### src/verilog/cfh_regs.svh
/*
 * offsets, fields, reset values and timing counts of the card host interface.
 * assumes byte addresses, one 16-bit register a word.
 */
`ifndef CFH_REGS_SVH
`define CFH_REGS_SVH

// ----------------------------------------------------------------
// offsets
// ----------------------------------------------------------------
`define CFH_OFS_CTRL     8'h00
`define CFH_OFS_PINS     8'h04
`define CFH_OFS_SRC      8'h08
`define CFH_OFS_IEN      8'h0c
`define CFH_OFS_PEND     8'h10
`define CFH_OFS_MISC     8'h14

// ----------------------------------------------------------------
// control fields
// ----------------------------------------------------------------
`define CFH_CTL_STB_EN   15
`define CFH_CTL_IDLE_HI  14
`define CFH_CTL_IDLE_LO  12
`define CFH_CTL_ACT_HI   11
`define CFH_CTL_ACT_LO   8
`define CFH_CTL_IO8      6
`define CFH_CTL_MEM8     5
`define CFH_CTL_PRE_EN   4
`define CFH_CTL_RST      3
`define CFH_CTL_EN       2
`define CFH_CTL_CLK_HI   1
`define CFH_CTL_CLK_LO   0
`define CFH_CTL_RESET    16'h1000
`define CFH_CTL_WMASK    16'hff7f

// ----------------------------------------------------------------
// pin, source and enable bits
// ----------------------------------------------------------------
`define CFH_BIT_IRQ_HI   8
`define CFH_BIT_IRQ_LO   6
`define CFH_BIT_CHG      4
`define CFH_BIT_CD2      1
`define CFH_BIT_CD1      0
`define CFH_IEN_WMASK    16'h0153
`define CFH_IEN_RESET    16'h0000
`define CFH_MISC_DUAL    0
`define CFH_MISC_RESET   16'h0000

// ----------------------------------------------------------------
// strobe and setup cycles per clock range, 00 = fastest clock
// ----------------------------------------------------------------
`define CFH_STB_R0       4'h7
`define CFH_STB_R1       4'h3
`define CFH_STB_R2       4'h1
`define CFH_STB_R3       4'h0
`define CFH_SET_R0       4'h3
`define CFH_SET_R1       4'h1
`define CFH_SET_R2       4'h0
`define CFH_SET_R3       4'h0
`define CFH_FILT_STAGES  4

`endif

### src/verilog/cfh_pkg.sv
/*
 * types of the card host interface.
 * assumes nothing beyond the header of constants.
 */
package cfh_pkg;

   typedef enum logic [1:0] {
      CFH_SP_ATTR   = 2'h0,
      CFH_SP_COMMON = 2'h1,
      CFH_SP_IO     = 2'h2
   } cfh_space_t;

   // gray along idle, setup, strobe, hold, recover
   typedef enum logic [2:0] {
      CFH_ST_IDLE    = 3'h0,
      CFH_ST_SETUP   = 3'h1,
      CFH_ST_STROBE  = 3'h3,
      CFH_ST_HOLD    = 3'h2,
      CFH_ST_RECOVER = 3'h6
   } cfh_state_t;

   typedef struct packed {
      logic        write;
      cfh_space_t  space;
      logic [10:0] addr;
      logic [15:0] wdata;
   } cfh_req_t;

endpackage

### src/verilog/cfh_filter.sv
/*
 * noise filter with change pulse for one detect input.
 * assumes an input synchronous to the clock.
 */
`timescale 1ns/1ps
module cfh_filter #(
   parameter int STAGES = 4
) (
   input  wire logic i_clk,
   input  wire logic i_resetn,
   input  wire logic i_level,
   output logic      o_level,
   output logic      o_change
);
   logic [STAGES-1:0] hist_q;

   // ----------------------------------------------------------------
   // history of samples
   // ----------------------------------------------------------------
   always_ff @(posedge i_clk or negedge i_resetn) begin
      if (!i_resetn) begin
         hist_q <= '0;
      end else begin
         hist_q <= {hist_q[STAGES-2:0], i_level};
      end
   end

   // ----------------------------------------------------------------
   // filtered level moves only after a stable run
   // ----------------------------------------------------------------
   always_ff @(posedge i_clk or negedge i_resetn) begin
      if (!i_resetn) begin
         o_level  <= 1'b0;
         o_change <= 1'b0;
      end else begin
         o_change <= 1'b0;
         if ((&hist_q) && !o_level) begin
            o_level  <= 1'b1;
            o_change <= 1'b1;
         end else if (!(|hist_q) && o_level) begin
            o_level  <= 1'b0;
            o_change <= 1'b1;
         end
      end
   end
endmodule

### src/verilog/cfh_top.sv
/*
 * card host interface: registers, interrupt sources, card cycle engine.
 * drives enables, strobes, address and data.
 * assumes one-cycle register strobes, an access master that waits for
 * o_acc_ready, and card inputs synchronous to i_clk.
 */
// Our own choice: the address-and-strobe port.
// Behaviour
// reset pin follows control bit 3.
// control bit 2 low: no card cycles; a cycle already taken still completes.
// bit 15 enables io strobe length; resets 0.
// bits 14..12 idle cycles; reset 1.
// bits 11..8 io strobe cycles, if bit 15.
// bit 6: 8-bit io space.
// bit 5: 8-bit common space.
// bit 4: programmed io setup length.
// bits 1..0 scale timing to clock range.
// pin register live levels; detect bits filtered.
// pin bit 6 inverted irq, bit 8 true.
// source bits clear on write one.
// source bit 8 high irq, bit 6 low irq.
// source bit 4 is status change level.
// detect change bits sticky on any edge.
// enable register masks sources; resets 0.
// pending is source AND enable.
// misc bit 0: both enables on reads.
// absent card inputs tied low.
// reserved source bits read zero.
// address, data, select, memory strobes driven.
// buffer enable and direction follow cycle.
// card wait low holds the strobe.
// select low for attribute and io.
// software uses 8 or 16-bit transfers.
// memory spaces use oe/we, io io strobes.
// 8-bit space one enable, 16-bit both.
`timescale 1ns/1ps
`include "cfh_regs.svh"
module cfh_top
   import cfh_pkg::*;
(
   input  wire logic        i_clk,
   input  wire logic        i_resetn,
   input  wire logic [7:0]  i_reg_addr,
   input  wire logic [15:0] i_reg_wdata,
   input  wire logic        i_reg_wr,
   input  wire logic        i_reg_rd,
   output logic      [15:0] o_reg_rdata,
   input  wire logic        i_acc_valid,
   input  wire cfh_req_t    i_acc_req,
   output logic             o_acc_ready,
   output logic             o_acc_done,
   output logic      [15:0] o_acc_rdata,
   output logic             o_card_enable_low_n,
   output logic             o_card_enable_high_n,
   output logic             o_io_read_strobe_n,
   output logic             o_io_write_strobe_n,
   output logic             o_memory_output_enable_n,
   output logic             o_memory_write_enable_n,
   output logic             o_register_space_select_n,
   output logic      [10:0] o_card_address_bus,
   output logic      [15:0] o_card_data_bus,
   output logic             o_card_data_bus_oe_n,
   input  wire logic [15:0] i_card_data_bus,
   input  wire logic        i_card_wait_n,
   output logic             o_card_reset_out,
   input  wire logic        i_card_interrupt_in,
   input  wire logic        i_card_status_change_n,
   output logic             o_buffer_enable_n,
   output logic             o_buffer_direction
);
   logic [15:0] ctrl_q;
   logic [15:0] ien_q;
   logic [15:0] misc_q;
   logic [15:0] src_q;
   logic [15:0] src_d;
   logic        irq_q;
   logic        chg_n_q;
   logic        cd1_lvl;
   logic        cd2_lvl;
   logic        cd1_chg;
   logic        cd2_chg;
   logic [15:0] pins;
   logic [15:0] rd_mux;
   cfh_state_t  state_q;
   cfh_state_t  state_d;
   logic [3:0]  cnt_q;
   logic [3:0]  cnt_d;
   cfh_req_t    req_q;
   logic        take;
   logic        is_io;
   logic        narrow;
   logic [3:0]  stb_len;
   logic [3:0]  set_len;
   logic [3:0]  rng_stb;
   logic [3:0]  rng_set;
   logic [3:0]  act_len;
   logic        ena;

   assign ena  = ctrl_q[`CFH_CTL_EN];
   assign take = i_acc_valid && o_acc_ready;

   // ----------------------------------------------------------------
   // absent detect inputs, filtered so change logic is real
   // ----------------------------------------------------------------
   cfh_filter #(
      .STAGES (`CFH_FILT_STAGES)
   ) u_cd1 (
      .i_clk    (i_clk),
      .i_resetn (i_resetn),
      .i_level  (1'b0),
      .o_level  (cd1_lvl),
      .o_change (cd1_chg)
   );

   cfh_filter #(
      .STAGES (`CFH_FILT_STAGES)
   ) u_cd2 (
      .i_clk    (i_clk),
      .i_resetn (i_resetn),
      .i_level  (1'b0),
      .o_level  (cd2_lvl),
      .o_change (cd2_chg)
   );

   // ----------------------------------------------------------------
   // sampled card status inputs
   // ----------------------------------------------------------------
   always_ff @(posedge i_clk or negedge i_resetn) begin
      if (!i_resetn) begin
         irq_q   <= 1'b0;
         chg_n_q <= 1'b1;
      end else begin
         irq_q   <= i_card_interrupt_in;
         chg_n_q <= i_card_status_change_n;
      end
   end

   always_comb begin
      pins = 16'h0000;
      pins[`CFH_BIT_IRQ_HI] = irq_q;
      pins[`CFH_BIT_IRQ_LO] = ~irq_q;
      pins[`CFH_BIT_CHG]    = chg_n_q;
      pins[`CFH_BIT_CD2]    = cd2_lvl;
      pins[`CFH_BIT_CD1]    = cd1_lvl;
   end

   // ----------------------------------------------------------------
   // control, enable and misc registers
   // ----------------------------------------------------------------
   always_ff @(posedge i_clk or negedge i_resetn) begin
      if (!i_resetn) begin
         ctrl_q <= `CFH_CTL_RESET;
         ien_q  <= `CFH_IEN_RESET;
         misc_q <= `CFH_MISC_RESET;
      end else if (i_reg_wr) begin
         case (i_reg_addr)
            `CFH_OFS_CTRL: ctrl_q <= i_reg_wdata & `CFH_CTL_WMASK;
            `CFH_OFS_IEN:  ien_q  <= i_reg_wdata & `CFH_IEN_WMASK;
            `CFH_OFS_MISC: misc_q <= {15'h0000, i_reg_wdata[`CFH_MISC_DUAL]};
            default: begin
            end
         endcase
      end
   end

   // ----------------------------------------------------------------
   // interrupt sources: a set in the clearing cycle survives
   // ----------------------------------------------------------------
   always_comb begin
      src_d = src_q;
      if (i_reg_wr && i_reg_addr == `CFH_OFS_SRC) begin
         src_d = src_q & ~i_reg_wdata;
      end
      if (ena && irq_q) begin
         src_d[`CFH_BIT_IRQ_HI] = 1'b1;
      end
      if (ena && !irq_q) begin
         src_d[`CFH_BIT_IRQ_LO] = 1'b1;
      end
      if (cd2_chg) begin
         src_d[`CFH_BIT_CD2] = 1'b1;
      end
      if (cd1_chg) begin
         src_d[`CFH_BIT_CD1] = 1'b1;
      end
      src_d[`CFH_BIT_CHG] = chg_n_q;
      src_d = src_d & `CFH_IEN_WMASK;
   end

   always_ff @(posedge i_clk or negedge i_resetn) begin
      if (!i_resetn) begin
         src_q <= 16'h0000;
      end else begin
         src_q <= src_d;
      end
   end

   // ----------------------------------------------------------------
   // register read port, data one cycle after strobe
   // ----------------------------------------------------------------
   always_comb begin
      case (i_reg_addr)
         `CFH_OFS_CTRL: rd_mux = ctrl_q;
         `CFH_OFS_PINS: rd_mux = pins;
         `CFH_OFS_SRC:  rd_mux = src_q;
         `CFH_OFS_IEN:  rd_mux = ien_q;
         `CFH_OFS_PEND: rd_mux = src_q & ien_q;
         `CFH_OFS_MISC: rd_mux = misc_q;
         default:       rd_mux = 16'h0000;
      endcase
   end

   always_ff @(posedge i_clk or negedge i_resetn) begin
      if (!i_resetn) begin
         o_reg_rdata <= 16'h0000;
      end else begin
         o_reg_rdata <= i_reg_rd ? rd_mux : 16'h0000;
      end
   end

   // ----------------------------------------------------------------
   // card reset follows its control bit
   // ----------------------------------------------------------------
   always_ff @(posedge i_clk or negedge i_resetn) begin
      if (!i_resetn) begin
         o_card_reset_out <= 1'b0;
      end else begin
         o_card_reset_out <= ctrl_q[`CFH_CTL_RST];
      end
   end

   // ----------------------------------------------------------------
   // cycle timing
   // ----------------------------------------------------------------
   assign is_io   = (req_q.space == CFH_SP_IO);
   assign narrow  = is_io ? ctrl_q[`CFH_CTL_IO8]
                          : ctrl_q[`CFH_CTL_MEM8];
   assign act_len = (ctrl_q[`CFH_CTL_ACT_HI:`CFH_CTL_ACT_LO] == 4'h0) ? 4'h0
                  : ctrl_q[`CFH_CTL_ACT_HI:`CFH_CTL_ACT_LO] - 4'h1;

   always_comb begin
      case (ctrl_q[`CFH_CTL_CLK_HI:`CFH_CTL_CLK_LO])
         2'h0:    begin rng_stb = `CFH_STB_R0; rng_set = `CFH_SET_R0; end
         2'h1:    begin rng_stb = `CFH_STB_R1; rng_set = `CFH_SET_R1; end
         2'h2:    begin rng_stb = `CFH_STB_R2; rng_set = `CFH_SET_R2; end
         default: begin rng_stb = `CFH_STB_R3; rng_set = `CFH_SET_R3; end
      endcase
   end

   // programmed io timing only when its enable bit is set
   assign stb_len = (is_io && ctrl_q[`CFH_CTL_STB_EN]) ? act_len : rng_stb;
   assign set_len = (is_io && ctrl_q[`CFH_CTL_PRE_EN]) ? act_len : rng_set;

   // ----------------------------------------------------------------
   // cycle state machine
   // ----------------------------------------------------------------
   always_comb begin
      state_d = state_q;
      cnt_d   = cnt_q;
      case (state_q)
         CFH_ST_IDLE: begin
            if (take) begin
               state_d = CFH_ST_SETUP;
               cnt_d   = 4'h0;
            end
         end
         CFH_ST_SETUP: begin
            if (cnt_q >= set_len) begin
               state_d = CFH_ST_STROBE;
               cnt_d   = 4'h0;
            end else begin
               cnt_d = cnt_q + 4'h1;
            end
         end
         CFH_ST_STROBE: begin
            if (cnt_q < stb_len) begin
               cnt_d = cnt_q + 4'h1;
            end else if (i_card_wait_n) begin
               state_d = CFH_ST_HOLD;
            end
         end
         CFH_ST_HOLD: begin
            cnt_d = 4'h0;
            if (ctrl_q[`CFH_CTL_IDLE_HI:`CFH_CTL_IDLE_LO] == 3'h0) begin
               state_d = CFH_ST_IDLE;
            end else begin
               state_d = CFH_ST_RECOVER;
            end
         end
         CFH_ST_RECOVER: begin
            if (cnt_q[2:0] >= ctrl_q[`CFH_CTL_IDLE_HI:`CFH_CTL_IDLE_LO] - 3'h1) begin
               state_d = CFH_ST_IDLE;
            end else begin
               cnt_d = cnt_q + 4'h1;
            end
         end
         default: begin
            state_d = CFH_ST_IDLE;
         end
      endcase
   end

   always_ff @(posedge i_clk or negedge i_resetn) begin
      if (!i_resetn) begin
         state_q <= CFH_ST_IDLE;
         cnt_q   <= 4'h0;
      end else begin
         state_q <= state_d;
         cnt_q   <= cnt_d;
      end
   end

   always_ff @(posedge i_clk or negedge i_resetn) begin
      if (!i_resetn) begin
         req_q <= '0;
      end else if (take) begin
         req_q <= i_acc_req;
      end
   end

   wire ena_nx = (i_reg_wr && i_reg_addr == `CFH_OFS_CTRL) ? i_reg_wdata[`CFH_CTL_EN] : ena;
   always_ff @(posedge i_clk or negedge i_resetn) begin
      if (!i_resetn) begin
         o_acc_ready <= 1'b0;
      end else begin
         o_acc_ready <= ena_nx && (state_d == CFH_ST_IDLE) && !take;
      end
   end

   // ----------------------------------------------------------------
   // read capture and completion
   // ----------------------------------------------------------------
   always_ff @(posedge i_clk or negedge i_resetn) begin
      if (!i_resetn) begin
         o_acc_done  <= 1'b0;
         o_acc_rdata <= 16'h0000;
      end else begin
         o_acc_done <= (state_q == CFH_ST_STROBE) && (state_d == CFH_ST_HOLD);
         if (state_q == CFH_ST_STROBE && state_d == CFH_ST_HOLD && !req_q.write) begin
            if (narrow) begin
               o_acc_rdata <= {8'h00, i_card_data_bus[7:0]};
            end else begin
               o_acc_rdata <= i_card_data_bus;
            end
         end
      end
   end

   // ----------------------------------------------------------------
   // card pins, all registered; address, select and strobes from the next state, enables, buffer and data from both states
   // ----------------------------------------------------------------
   always_ff @(posedge i_clk or negedge i_resetn) begin
      if (!i_resetn) begin
         o_card_enable_low_n       <= 1'b1;
         o_card_enable_high_n      <= 1'b1;
         o_io_read_strobe_n        <= 1'b1;
         o_io_write_strobe_n       <= 1'b1;
         o_memory_output_enable_n  <= 1'b1;
         o_memory_write_enable_n   <= 1'b1;
         o_register_space_select_n <= 1'b1;
         o_card_address_bus        <= 11'h000;
         o_card_data_bus           <= 16'h0000;
         o_card_data_bus_oe_n      <= 1'b1;
         o_buffer_enable_n         <= 1'b1;
         o_buffer_direction        <= 1'b0;
      end else begin
         o_card_enable_low_n       <= 1'b1;
         o_card_enable_high_n      <= 1'b1;
         o_io_read_strobe_n        <= 1'b1;
         o_io_write_strobe_n       <= 1'b1;
         o_memory_output_enable_n  <= 1'b1;
         o_memory_write_enable_n   <= 1'b1;
         o_card_data_bus_oe_n      <= 1'b1;
         o_buffer_enable_n         <= 1'b1;
         if (state_d == CFH_ST_SETUP || state_d == CFH_ST_STROBE
             || state_d == CFH_ST_HOLD) begin
            o_card_address_bus        <= take ? i_acc_req.addr : req_q.addr;
            o_register_space_select_n <= (state_q == CFH_ST_IDLE)
               ? (i_acc_req.space == CFH_SP_COMMON)
               : (req_q.space == CFH_SP_COMMON);
         end
         if (state_q != CFH_ST_IDLE && state_d != CFH_ST_RECOVER
             && state_d != CFH_ST_IDLE) begin
            o_card_enable_low_n  <= 1'b0;
            o_card_enable_high_n <= narrow && !(misc_q[`CFH_MISC_DUAL]
                                               && !req_q.write);
            o_buffer_enable_n    <= 1'b0;
            o_buffer_direction   <= req_q.write;
            if (req_q.write) begin
               o_card_data_bus_oe_n <= 1'b0;
               o_card_data_bus      <= narrow ? {8'h00, req_q.wdata[7:0]}
                                              : req_q.wdata;
            end
         end
         if (state_d == CFH_ST_STROBE) begin
            if (is_io) begin
               o_io_read_strobe_n  <= req_q.write;
               o_io_write_strobe_n <= !req_q.write;
            end else begin
               o_memory_output_enable_n <= req_q.write;
               o_memory_write_enable_n  <= !req_q.write;
            end
         end
      end
   end
endmodule

### config.mk
export PLATFORM = sky130hd
export DESIGN_NAME = cfh_top
export DESIGN_NICKNAME = d
export VERILOG_FILES = /design/src/verilog/cfh_pkg.sv /design/src/verilog/cfh_filter.sv /design/src/verilog/cfh_top.sv
export VERILOG_INCLUDE_DIRS = /design/src /design/src/verilog
export SDC_FILE = /design/constraint.sdc
export NUM_CORES = 1
export LEC_CHECK = 0
export BUFFER_PORTS_ARGS = -buffer_cell sky130_fd_sc_hd__buf_2
export CAP_MARGIN = 30
export CORE_ASPECT_RATIO = 1.1
export CORE_UTILIZATION = 40
export DETAILED_ROUTE_END_ITERATION = 12
export PLACE_DENSITY = 0.65
export REMOVE_ABC_BUFFERS = 1
export SYNTH_ARGS = -nofsm -noshare
export SYNTH_HDL_FRONTEND = slang
export SYNTH_HIERARCHICAL = 1
export SYNTH_SLANG_ARGS = --single-unit
### constraint.sdc
create_clock -name i_clk -period 3.6 [get_ports i_clk]
set_input_delay 0.18 -clock i_clk [delete_from_list [all_inputs] [get_ports i_clk]]
set_output_delay 0.18 -clock i_clk [all_outputs]
set_load 0.01 [all_outputs]
==> run_results.csv, run 1 <==
group,metric,value,unit
die,initial_core_util,41.0,%
finish,layout_common_cells,"buf_2, dfrtp_1, mux2_2",
placed_design,dp_hpwl,9860,µm
synthesis,dominantRegCellSynth,"dfrtp_1",
critical_path,startpoint_type,"flip-flop",
die,fp.dieH,133,µm
timing,fin_crit_sh,80.6,%
critical_path,ff2ff_path_depth,10,
grt,grt-ovfl-total,0,
finish,layout-drive-gt1-share,40.1,%
timing,finalHoldViolations,0,
finish,final_common_cell,"buf_2",
die,dieWidth,121,µm
pwr,power.leakage,4.20,nW
synthesis,async_reset_ff_share,100,%
synthesis,synthSimpleGateAreaFrac,11.6,%
critical_path,critPathMaxFanout,24,
synthesis,synth_top_family_by_area,"multiplexers",
critical_path,worstPathRequired,3.90,ns
synthesis,synth_top_area_cell,"dfrtp_1",
status,status,"completed",
synthesis,avgSynthCellArea,12.6,µm²
finish,n_antenna_cell,0,
finish,areaGrowthSynthToFinish,33.5,%
pwr,p_seq_share,42.4,%
timing,fin_ws,0.700,ns
synthesis,syn-cell-area,6190,µm²
hold_path,hold_path.class,"in -> reg",
grt,grt_usage,18.6,%
synthesis,yosys.area_share.adder,2.63,%
pwr,p_clk_share,35.3,%
critical_path,worst-path-buf-inv,1,
timing,skew,0.00829,ns
die,placementRows,47,
die,core_area,15100,µm²
timing,fin_tns_setup,0,ns
synthesis,ys_ff_latch,147,
detailed_routing,drt_iter0_drc,188,
clock_tree,cts_root_buffer,"clkbuf_16",
synthesis,synth_top_area_share,55.4,%
timing,fmax,345,MHz
critical_path,regToRegStartpoint,"ctrl_q[8]",
placed_design,io_buffers,147,
placed_design,pre_cts_ws,0.748,ns
detailed_routing,vias_per_cell,5.00,
timing,worst_pin_slew,0.871,ns
grt,grt_max_degree,93,
pwr,ir_drop,0.324,mV
critical_path,path_cells,"nor2_1, nand2_1, o21ai_0, mux2i_1, ha_1, a211o_1, a311o_1, o2111ai_2, buf_4, mux2_2",
critical_path,critPathKind,"reg -> reg",
detailed_routing,wl_per_cell,15.6,µm
grt,grt_pass1_wl,23000,µm
die,pin_count,150,
clock_tree,cts.htree.levels,4,
clock_tree,cts_resized,0,
timing,slew_headroom,41.8,%
clock_tree,cts_tree,"yes",
die,dieArea,16000,µm²
pwr,internal-power,0.00388,W
critical_path,r2r_slack,0.70,ns
synthesis,yosys_warnings,6,
synthesis,synth-seq-area-share,59.6,%
synthesis,synth_compound_area_share,8.93,%
critical_path,end_kind,"flip-flop",
pwr,switching_power,0.00148,W
placed_design,routabilityCongestion,0.832,
synthesis,synth_xor_xnor_area_share,0.141,%
grt,antenna_found_initial,1,
critical_path,critPathSlowestCell,"dfrtp_1",
detailed_routing,first_pass_iters,4,
hold_path,hold_end,"req_q[24]",
clock_tree,clock_path_buffers,2,
synthesis,yosys-top-cells-area,"dfrtp_1, mux2_2, dfstp_2, nand2_1, ha_1",
hold_path,hold_start,"i_acc_req[24]",
synthesis,ys_types,64,
clock_tree,cts_buffers,17,
synthesis,synth_cells,492,
detailed_routing,routed_wl,14000,µm
synthesis,synthMuxAreaShare,14.7,%
timing,slew_viol_final,0,
clock_tree,path_clk_slew,0.06,ns
pwr,switching_share,27.6,%
pwr,powerDensity,649,nW/µm²
clock_tree,clk_latency,0.42,ns
timing,setup_viol,0,
critical_path,r2r_end,"o_acc_rdata[5]",
critical_path,critical_path.top_delay_family,"compound AO/OA/AOI/OAI gates",
hold_path,hold_path_depth,2,
grt,grt_pass1_vias,4726,
critical_path,arrival,3.20,ns
critical_path,critPathMaxStageDelay,0.45,ns
detailed_routing,drcViolationCount,0,
detailed_routing,vias,4514,
finish,nets,784,
detailed_routing,ant_nets,0,
clock_tree,cts.sinks,147,
synthesis,synth_edf_count,0,
run,cap_violations,0,
pwr,combinationalPowerShare,22.4,%
timing,post-route-min-period,2.90,ns
timing,rsz0062_at_grt,"false",
[worst register-to-register path: stages (launching register included)]
cell	delay (ns)
dfrtp_1	0.45
nor2_1	0.15
nand2_1	0.06
o21ai_0	0.23
mux2i_1	0.13
ha_1	0.21
a211o_1	0.25
a311o_1	0.40
o2111ai_2	0.23
buf_4	0.29
mux2_2	0.38
[synthesized netlist by cell type, types with 2 or more instances]
cell type  count
o21ai_0       26
dfrtp_1      137
dfstp_2       10
or4b_1         3
nor3b_1        2
a31oi_1        2
o22ai_2        2
and4b_1        2
a21oi_1       13
or2_2          2
nand2_1       56
a22oi_1        8
nand2b_1       5
nor2b_1        7
inv_1         13
a22o_1         3
o41ai_1        2
o32ai_1        4
a21o_1         3
or4_1          2
nor2_1        14
nor3_1         3
buf_2          4
nand3_1       10
nand4_1        4
clkbuf_1      11
and3_1         2
mux2i_1        2
buf_4          4
ha_1          13
buf_1          2
and2_1        11
or2b_1         2
mux2_2        78
[state kept, by name (all words and copies together), names as in the netlist, 3 cells and up]
name / cells
ien_q: 5
o_reg_rdata: 15
o_card_data_bus: 16
u_cd2/hist_q: 4
state_q: 3
o_acc_rdata: 16
req_q: 30
src_q: 5
o_card_address_bus: 11
u_cd1/hist_q: 4
cnt_q: 4
ctrl_q: 15
[worst max path at each step]
| stage | endpoint | cells after the start | from |
|---|---|---|---|
| floorplan | o_acc_rdata[0] | 7 | req_q[28] |
| global placement | o_acc_rdata[4] | 10 | ctrl_q[8] |
| detailed placement | o_acc_rdata[5] | 10 | ctrl_q[8] |
| CTS | o_acc_rdata[5] | 10 | ctrl_q[8] |
| global route | cnt_q[0] | 11 | req_q[28] |
| finish | o_acc_rdata[5] | 10 | ctrl_q[8] |
[power by group through the flow]
stage	sequential, W	combinational [W]	clock (W)
after floorplan	0.00236	0.000603	0
after global placement	0.00227	0.00113	0
after detailed placement	0.00230	0.00118	0
after CTS	0.00227	0.00122	0.00193
after global routing	0.00232	0.00134	0.00200
final	0.00227	0.00120	0.00189
[layer usage]
layer	vias to the layer above	track usage (%)	wire (µm)
li1	2150	-	-
met1	2207	21.6	5680
met2	122	32.2	7360
met3	33	4.31	591
met4	2	9.19	398
met5	-	0	8
[cell families (layout without fill, tap and decap cells)]
family,Yosys count,after routing
flops,147,147
simple gates,135,135
mux,81,81
compound gates,80,80
buf+inv,34,246
fa+ha+maj,13,13
other cells,1,3
xor+xnor,1,1
[layout make-up]
cell class	instances	area, µm²
Multi-Input combinational cell	313	2360
Fill cell	1303	6840
Tap cell	196	245
Sequential cell	147	3690
Clock buffer	24	492
Clock inverter	8	149
Inverter	13	48.8
Timing Repair Buffer	201	1280
[repair_timing]
action / CTS / global route
endpoints found under the hold margin: 131 / 0
setup buffers: 0 / 0
hold buffers: 46 / 0
[stage by stage]
step | util (%) | area, µm² | hold slack (ns) | std cells | total power, W
CTS | 54.7 | 8270 | 0.0000481 | 902 | 0.00542
floorplan | - | 6100 | -0.116 | 473 | 0.00296
global placement | 47.3 | 7140 | 0.289 | 823 | 0.00340
global route | 54.7 | 8270 | 0.0117 | 902 | 0.00567
finish | 54.7 | 8270 | 0.0154 | 902 | 0.00537
detailed placement | 47.4 | 7170 | 0.290 | 824 | 0.00347
(Power assumes the default switching activity.)
==> run 2, diff against run 1 <==
==> constraint.sdc (replaced) <==
create_clock -name i_clk -period 3.01 [get_ports i_clk]
set_input_delay 0.1505 -clock i_clk [delete_from_list [all_inputs] [get_ports i_clk]]
set_output_delay 0.1505 -clock i_clk [all_outputs]
set_load 0.01 [all_outputs]
==> run 2 against run 1 <==
Compared with the run above: die area did not move; worst setup slack got worse by 0.48 ns; clock power rose by 7%; cell count rose by 2.0%; clock skew rose by 0.0016 ns; maximum frequency rose by 4.1%.
==> run_results.csv, run 2 (synthesized netlist as in run 1, its figures left out) <==
group,metric,value,unit
status,status,"completed",
timing,worst_pin_slew,0.881,ns
finish,multi_input_area,2360,µm²
clock_tree,cts.sinks,147,
die,dieArea,16000,µm²
placed_design,dp_hpwl,9980,µm
finish,nFillCells,1270,
grt,antenna_found_initial,0,
pwr,p_clk_share,32.7,%
detailed_routing,wl_per_cell,15.1,µm
hold_path,hold_path.class,"in -> reg",
run,cap_violations,0,
timing,hold_slack,0.0191,ns
die,pin_count,150,
pwr,power.leakage,4.23,nW
placed_design,routabilityCongestion,0.834,
pwr,powerDensity,743,nW/µm²
placed_design,io_buffers,147,
pwr,switching_power,0.00180,W
pwr,combinationalPowerShare,23.6,%
die,fp.dieH,133,µm
detailed_routing,drcViolationCount,0,
detailed_routing,vias,4558,
timing,setup_viol,0,
timing,rsz0062_at_grt,"false",
grt,grt-ovfl-total,0,
pwr,switching_share,28.9,%
timing,slew_viol_final,0,
timing,finalHoldViolations,0,
critical_path,arrival,3.07,ns
finish,register_area,3690,µm²
clock_tree,cts_tree,"yes",
critical_path,startpoint_type,"flip-flop",
critical_path,worstPathRequired,3.30,ns
critical_path,critPathKind,"reg -> reg",
clock_tree,cts_root_buffer,"clkbuf_16",
finish,top_regs,"req_q (30), o_acc_rdata (16), o_card_data_bus (16)",
finish,n_antenna_cell,0,
detailed_routing,routed_wl,13800,µm
placed_design,pre_cts_ws,0.190,ns
detailed_routing,vias_per_cell,4.95,
die,initial_core_util,41.0,%
detailed_routing,drt_iter0_drc,154,
grt,grt_usage,18.8,%
die,dieWidth,121,µm
die,core_area,15100,µm²
grt,grt_pass1_vias,4867,
clock_tree,cts_buffers,17,
finish,final_common_cell,"buf_2",
grt,grt_pass1_wl,23400,µm
finish,areaGrowthSynthToFinish,35.1,%
finish,regMostFlops,"req_q",
finish,nets,802,
timing,post-route-min-period,2.79,ns
timing,fin_crit_sh,92.5,%
die,placementRows,47,
detailed_routing,first_pass_iters,4,
finish,largest_register_ffs,30,
critical_path,critPathMaxFanout,24,
finish,layout-drive-gt1-share,40.1,%
pwr,internal-power,0.00442,W
clock_tree,clock_path_buffers,2,
timing,fin_ws,0.224,ns
clock_tree,clk_latency,0.41,ns
grt,grt_max_degree,77,
timing,slew_headroom,41.1,%
pwr,p_seq_share,43.7,%
pwr,ir_drop,0.362,mV
timing,fmax,359,MHz
clock_tree,path_clk_slew,0.06,ns
timing,skew,0.00985,ns
critical_path,end_kind,"flip-flop",
finish,layout_common_cells,"buf_2, dfrtp_1, mux2_2",
detailed_routing,ant_nets,0,
clock_tree,cts.htree.levels,4,
## run 2: power by group through the flow
| stage | clock, W | combinational [W] | sequential [W] |
|---|---|---|---|
| final | 0.00203 | 0.00147 | 0.00272 |
| after global routing | 0.00218 | 0.00163 | 0.00279 |
| after CTS | 0.00209 | 0.00149 | 0.00272 |
| after detailed placement | 0 | 0.00142 | 0.00275 |
| after global placement | 0 | 0.00138 | 0.00272 |
| after floorplan | 0 | 0.000721 | 0.00282 |
## run 2: per-layer routing
layer  wire, µm  vias to the layer above  track usage, %
met1       5760                     2270            21.8
met3        418                       18            4.22
li1           -                     2182               -
met5          0                        -               0
met2       7360                       88            32.9
met4        307                        0            8.37
## run 2: area by class of cell
class	count	area share [%]
sequential	147	44.1
multi-input combinational	313	28.3
timing repair buffer	219	17.1
clock buffer	22	5.79
tap	196	2.93
clock inverter	10	1.18
inverter	13	0.583
## run 2: stage by stage
stage               utilization (%)  area (µm²)  power (W)  TNS [ns]  instances
global placement               47.6        7190    0.00409         0        829
finish                         55.4        8370    0.00622         0        920
global route                   55.4        8370    0.00660         0        920
floorplan                         -        6100    0.00355    -0.173        473
CTS                            55.3        8360    0.00629         0        920
detailed placement             47.6        7190    0.00418         0        829
## run 2: repair_timing
item / in CTS / in global routing
gates resized for setup: 0 / 2
endpoints found under the hold margin: 125 / 0
hold buffers: 59 / 0
setup buffers: 0 / 0
endpoints found under the setup margin: 0 / 10
## run 2: critical path: stages, from the launching register on
cell and delay, ns:
dfrtp_1 0.45, nor2_1 0.14, nand2_1 0.07, o21ai_0 0.22, mux2i_1 0.11, ha_1 0.20, a211o_1 0.27, a311o_1 0.38
o2111ai_2 0.23, buf_6 0.23, mux2_2 0.36
## run 2: final timing paths
kind	from	end	slack [ns]	cells after the start
worst max-delay path	ctrl_q[8]	o_acc_rdata[6]	0.22	10
worst min-delay path	i_reg_wdata[8]	ctrl_q[8]	0.02	2
worst max register to register	ctrl_q[8]	o_acc_rdata[6]	0.22	10
worst min register to register	ctrl_q[3]	o_card_reset_out	0.39	0
max in group asynchronous	i_resetn	chg_n_q	1.81	3
min in group asynchronous	i_resetn	req_q[0]	0.33	2
==> run 3, diff against run 2 <==
--- a/config.mk
+++ b/config.mk
@@ -8,7 +8,7 @@
 export LEC_CHECK = 0
 export BUFFER_PORTS_ARGS = -buffer_cell sky130_fd_sc_hd__buf_2
 export CAP_MARGIN = 30
-export CORE_ASPECT_RATIO = 1.1
+export CORE_ASPECT_RATIO = 0.75
 export CORE_UTILIZATION = 40
 export DETAILED_ROUTE_END_ITERATION = 12
 export PLACE_DENSITY = 0.65
==> run 3 against run 2 <==
Compared with the run above: non-clock buffer count shrank 1; hold slack lost 0.011 ns; maximum frequency about the same; die area barely moved; wire length grew 1.4%; critical endpoint unchanged.
==> run_results.csv, run 3 (synthesized netlist as in run 1, its figures left out) <==
group,metric,value,unit
status,status,"completed",
clock_tree,post_cts_buffers,0,
timing,slew_viol_final,0,
critical_path,arrival,3.08,ns
timing,setup_viol,0,
die,placementRows,38,
finish,largest_register_ffs,30,
finish,nFillCells,1254,
clock_tree,cts_buffers,17,
pwr,powerDensity,737,nW/µm²
timing,worst_pin_slew,0.760,ns
timing,post-route-min-period,2.78,ns
placed_design,routabilityCongestion,0.848,
detailed_routing,wl_per_cell,15.2,µm
grt,antenna_found_initial,0,
critical_path,worstPathRequired,3.31,ns
finish,final_util,56.4,%
detailed_routing,drcViolationCount,0,
die,initial_core_util,41.9,%
grt,grt_pass1_wl,23200,µm
pwr,ir_drop,0.485,mV
grt,grt-ovfl-total,0,
clock_tree,clk_latency,0.42,ns
finish,multi_input_area,2370,µm²
critical_path,critPathMaxStageDelay,0.47,ns
clock_tree,cts.htree.levels,4,
detailed_routing,ant_nets,0,
finish,nets,801,
run,cap_violations,0,
placed_design,pre_cts_ws,0.175,ns
critical_path,critPathSlowestCell,"dfrtp_1",
timing,slew_headroom,49.2,%
timing,skew,0.00860,ns
finish,layout_common_cells,"buf_2, dfrtp_1, mux2_2",
clock_tree,cts.sinks,147,
detailed_routing,vias_per_cell,4.98,
finish,register_area,3690,µm²
finish,n_antenna_cell,0,
critical_path,end_kind,"flip-flop",
clock_tree,clock_path_buffers,2,
finish,top_regs,"req_q (30), o_acc_rdata (16), o_card_data_bus (16)",
critical_path,critPathKind,"reg -> reg",
grt,grt_max_degree,84,
die,core_area,14800,µm²
finish,final_common_cell,"buf_2",
timing,finalHoldViolations,0,
clock_tree,path_clk_slew,0.05,ns
finish,areaGrowthSynthToFinish,34.7,%
finish,regMostFlops,"req_q",
clock_tree,cts_root_buffer,"clkbuf_16",
grt,grt_usage,19.0,%
hold_path,hold_path.class,"in -> reg",
critical_path,startpoint_type,"flip-flop",
detailed_routing,drt_iter0_drc,235,
grt,grt_pass1_vias,4688,
critical_path,path_cells,"nor2_1, nand2_1, o21ai_1, mux2i_1, ha_1, a211o_1, a311o_1, o2111ai_2, buf_4, mux2_2",
pwr,power.leakage,4.23,nW
placed_design,io_buffers,147,
placed_design,dp_hpwl,9870,µm
die,dieWidth,146,µm
timing,fmax,359,MHz
detailed_routing,vias,4597,
critical_path,critPathMaxFanout,16,
die,fp.dieH,110,µm
die,dieArea,16000,µm²
detailed_routing,first_pass_iters,4,
timing,fin_crit_sh,92.5,%
timing,rsz0062_at_grt,"false",
finish,layout-drive-gt1-share,39.6,%
detailed_routing,routed_wl,14000,µm
timing,fin_ws,0.226,ns
die,pin_count,150,
clock_tree,cts_tree,"yes",
## run 3: changes by cell type in the layout (fill, tap and decap cells not counted), sizes merged
cell	before	now
clkinv	2	5
inv	15	13
clkinvlp	5	0
clkbuf	22	26
buf	160	159
## run 3: worst max-delay path, delay by kind of cell (launching register included)
family | cells | cell delay, ns
fa+ha+maj | 1 | 0.23
compound gates | 4 | 1.00
simple gates | 2 | 0.23
buf+inv | 1 | 0.25
mux | 2 | 0.48
flops | 1 | 0.47
## run 3: stage by stage
| step | hold slack (ns) | cells | area (µm²) | power, W | TNS [ns] |
|---|---|---|---|---|---|
| after global placement | 0.169 | 832 | 7200 | 0.00410 | 0 |
| after floorplan | -0.145 | 473 | 6100 | 0.00355 | -0.173 |
| after detailed placement | 0.182 | 832 | 7200 | 0.00418 | 0 |
| after global routing | 0.00284 | 923 | 8340 | 0.00654 | 0 |
| after CTS | 0.00301 | 923 | 8340 | 0.00622 | 0 |
| final | 0.00825 | 923 | 8340 | 0.00615 | 0 |
## run 3: path summary, 6_finish.rpt
kind,startpoint,endpoint,slack [ns],depth (start not counted)
setup reg to reg,ctrl_q[8],o_acc_rdata[6],0.23,10
min in group asynchronous,i_resetn,o_acc_rdata[10],0.29,2
hold reg to reg,ctrl_q[3],o_card_reset_out,0.39,0
hold / removal,i_card_data_bus[10],o_acc_rdata[10],0.008,3
max in group asynchronous,i_resetn,req_q[17],1.85,3
setup / recovery,ctrl_q[8],o_acc_rdata[6],0.23,10
## run 3: layer usage
layer,routed length [µm],part of all wire [%],track usage (%),up-vias
met1,6260,45,23.2,2266
met3,845,6.0,6.02,16
li1,-,-,-,2184
met2,6770,48,32.0,131
met4,162,1.2,6.69,0
met5,0,0,0,-
## run 3: final cells by class
class | instances | share of cell area [%]
clock inverter | 6 | 0.660
multi-input combinational | 313 | 28.4
inverter | 13 | 0.585
sequential | 147 | 44.2
clock buffer | 26 | 5.86
tap | 200 | 3.00
timing repair buffer | 218 | 17.2
## run 3: report_power, final
part | internal [W] | total, W | switching (W)
clock network | 0.00119 | 0.00194 | 0.000749
logic | 0.000750 | 0.00148 | 0.000729
registers | 0.00245 | 0.00272 | 0.000271
total | 0.00440 | 0.00615 | 0.00175
## run 3: timing repair
action,4_1_cts,5_1_grt
setup endpoints to repair,0,13
resized for setup,0,3
hold endpoints to repair,121,0
hold buffers,59,0
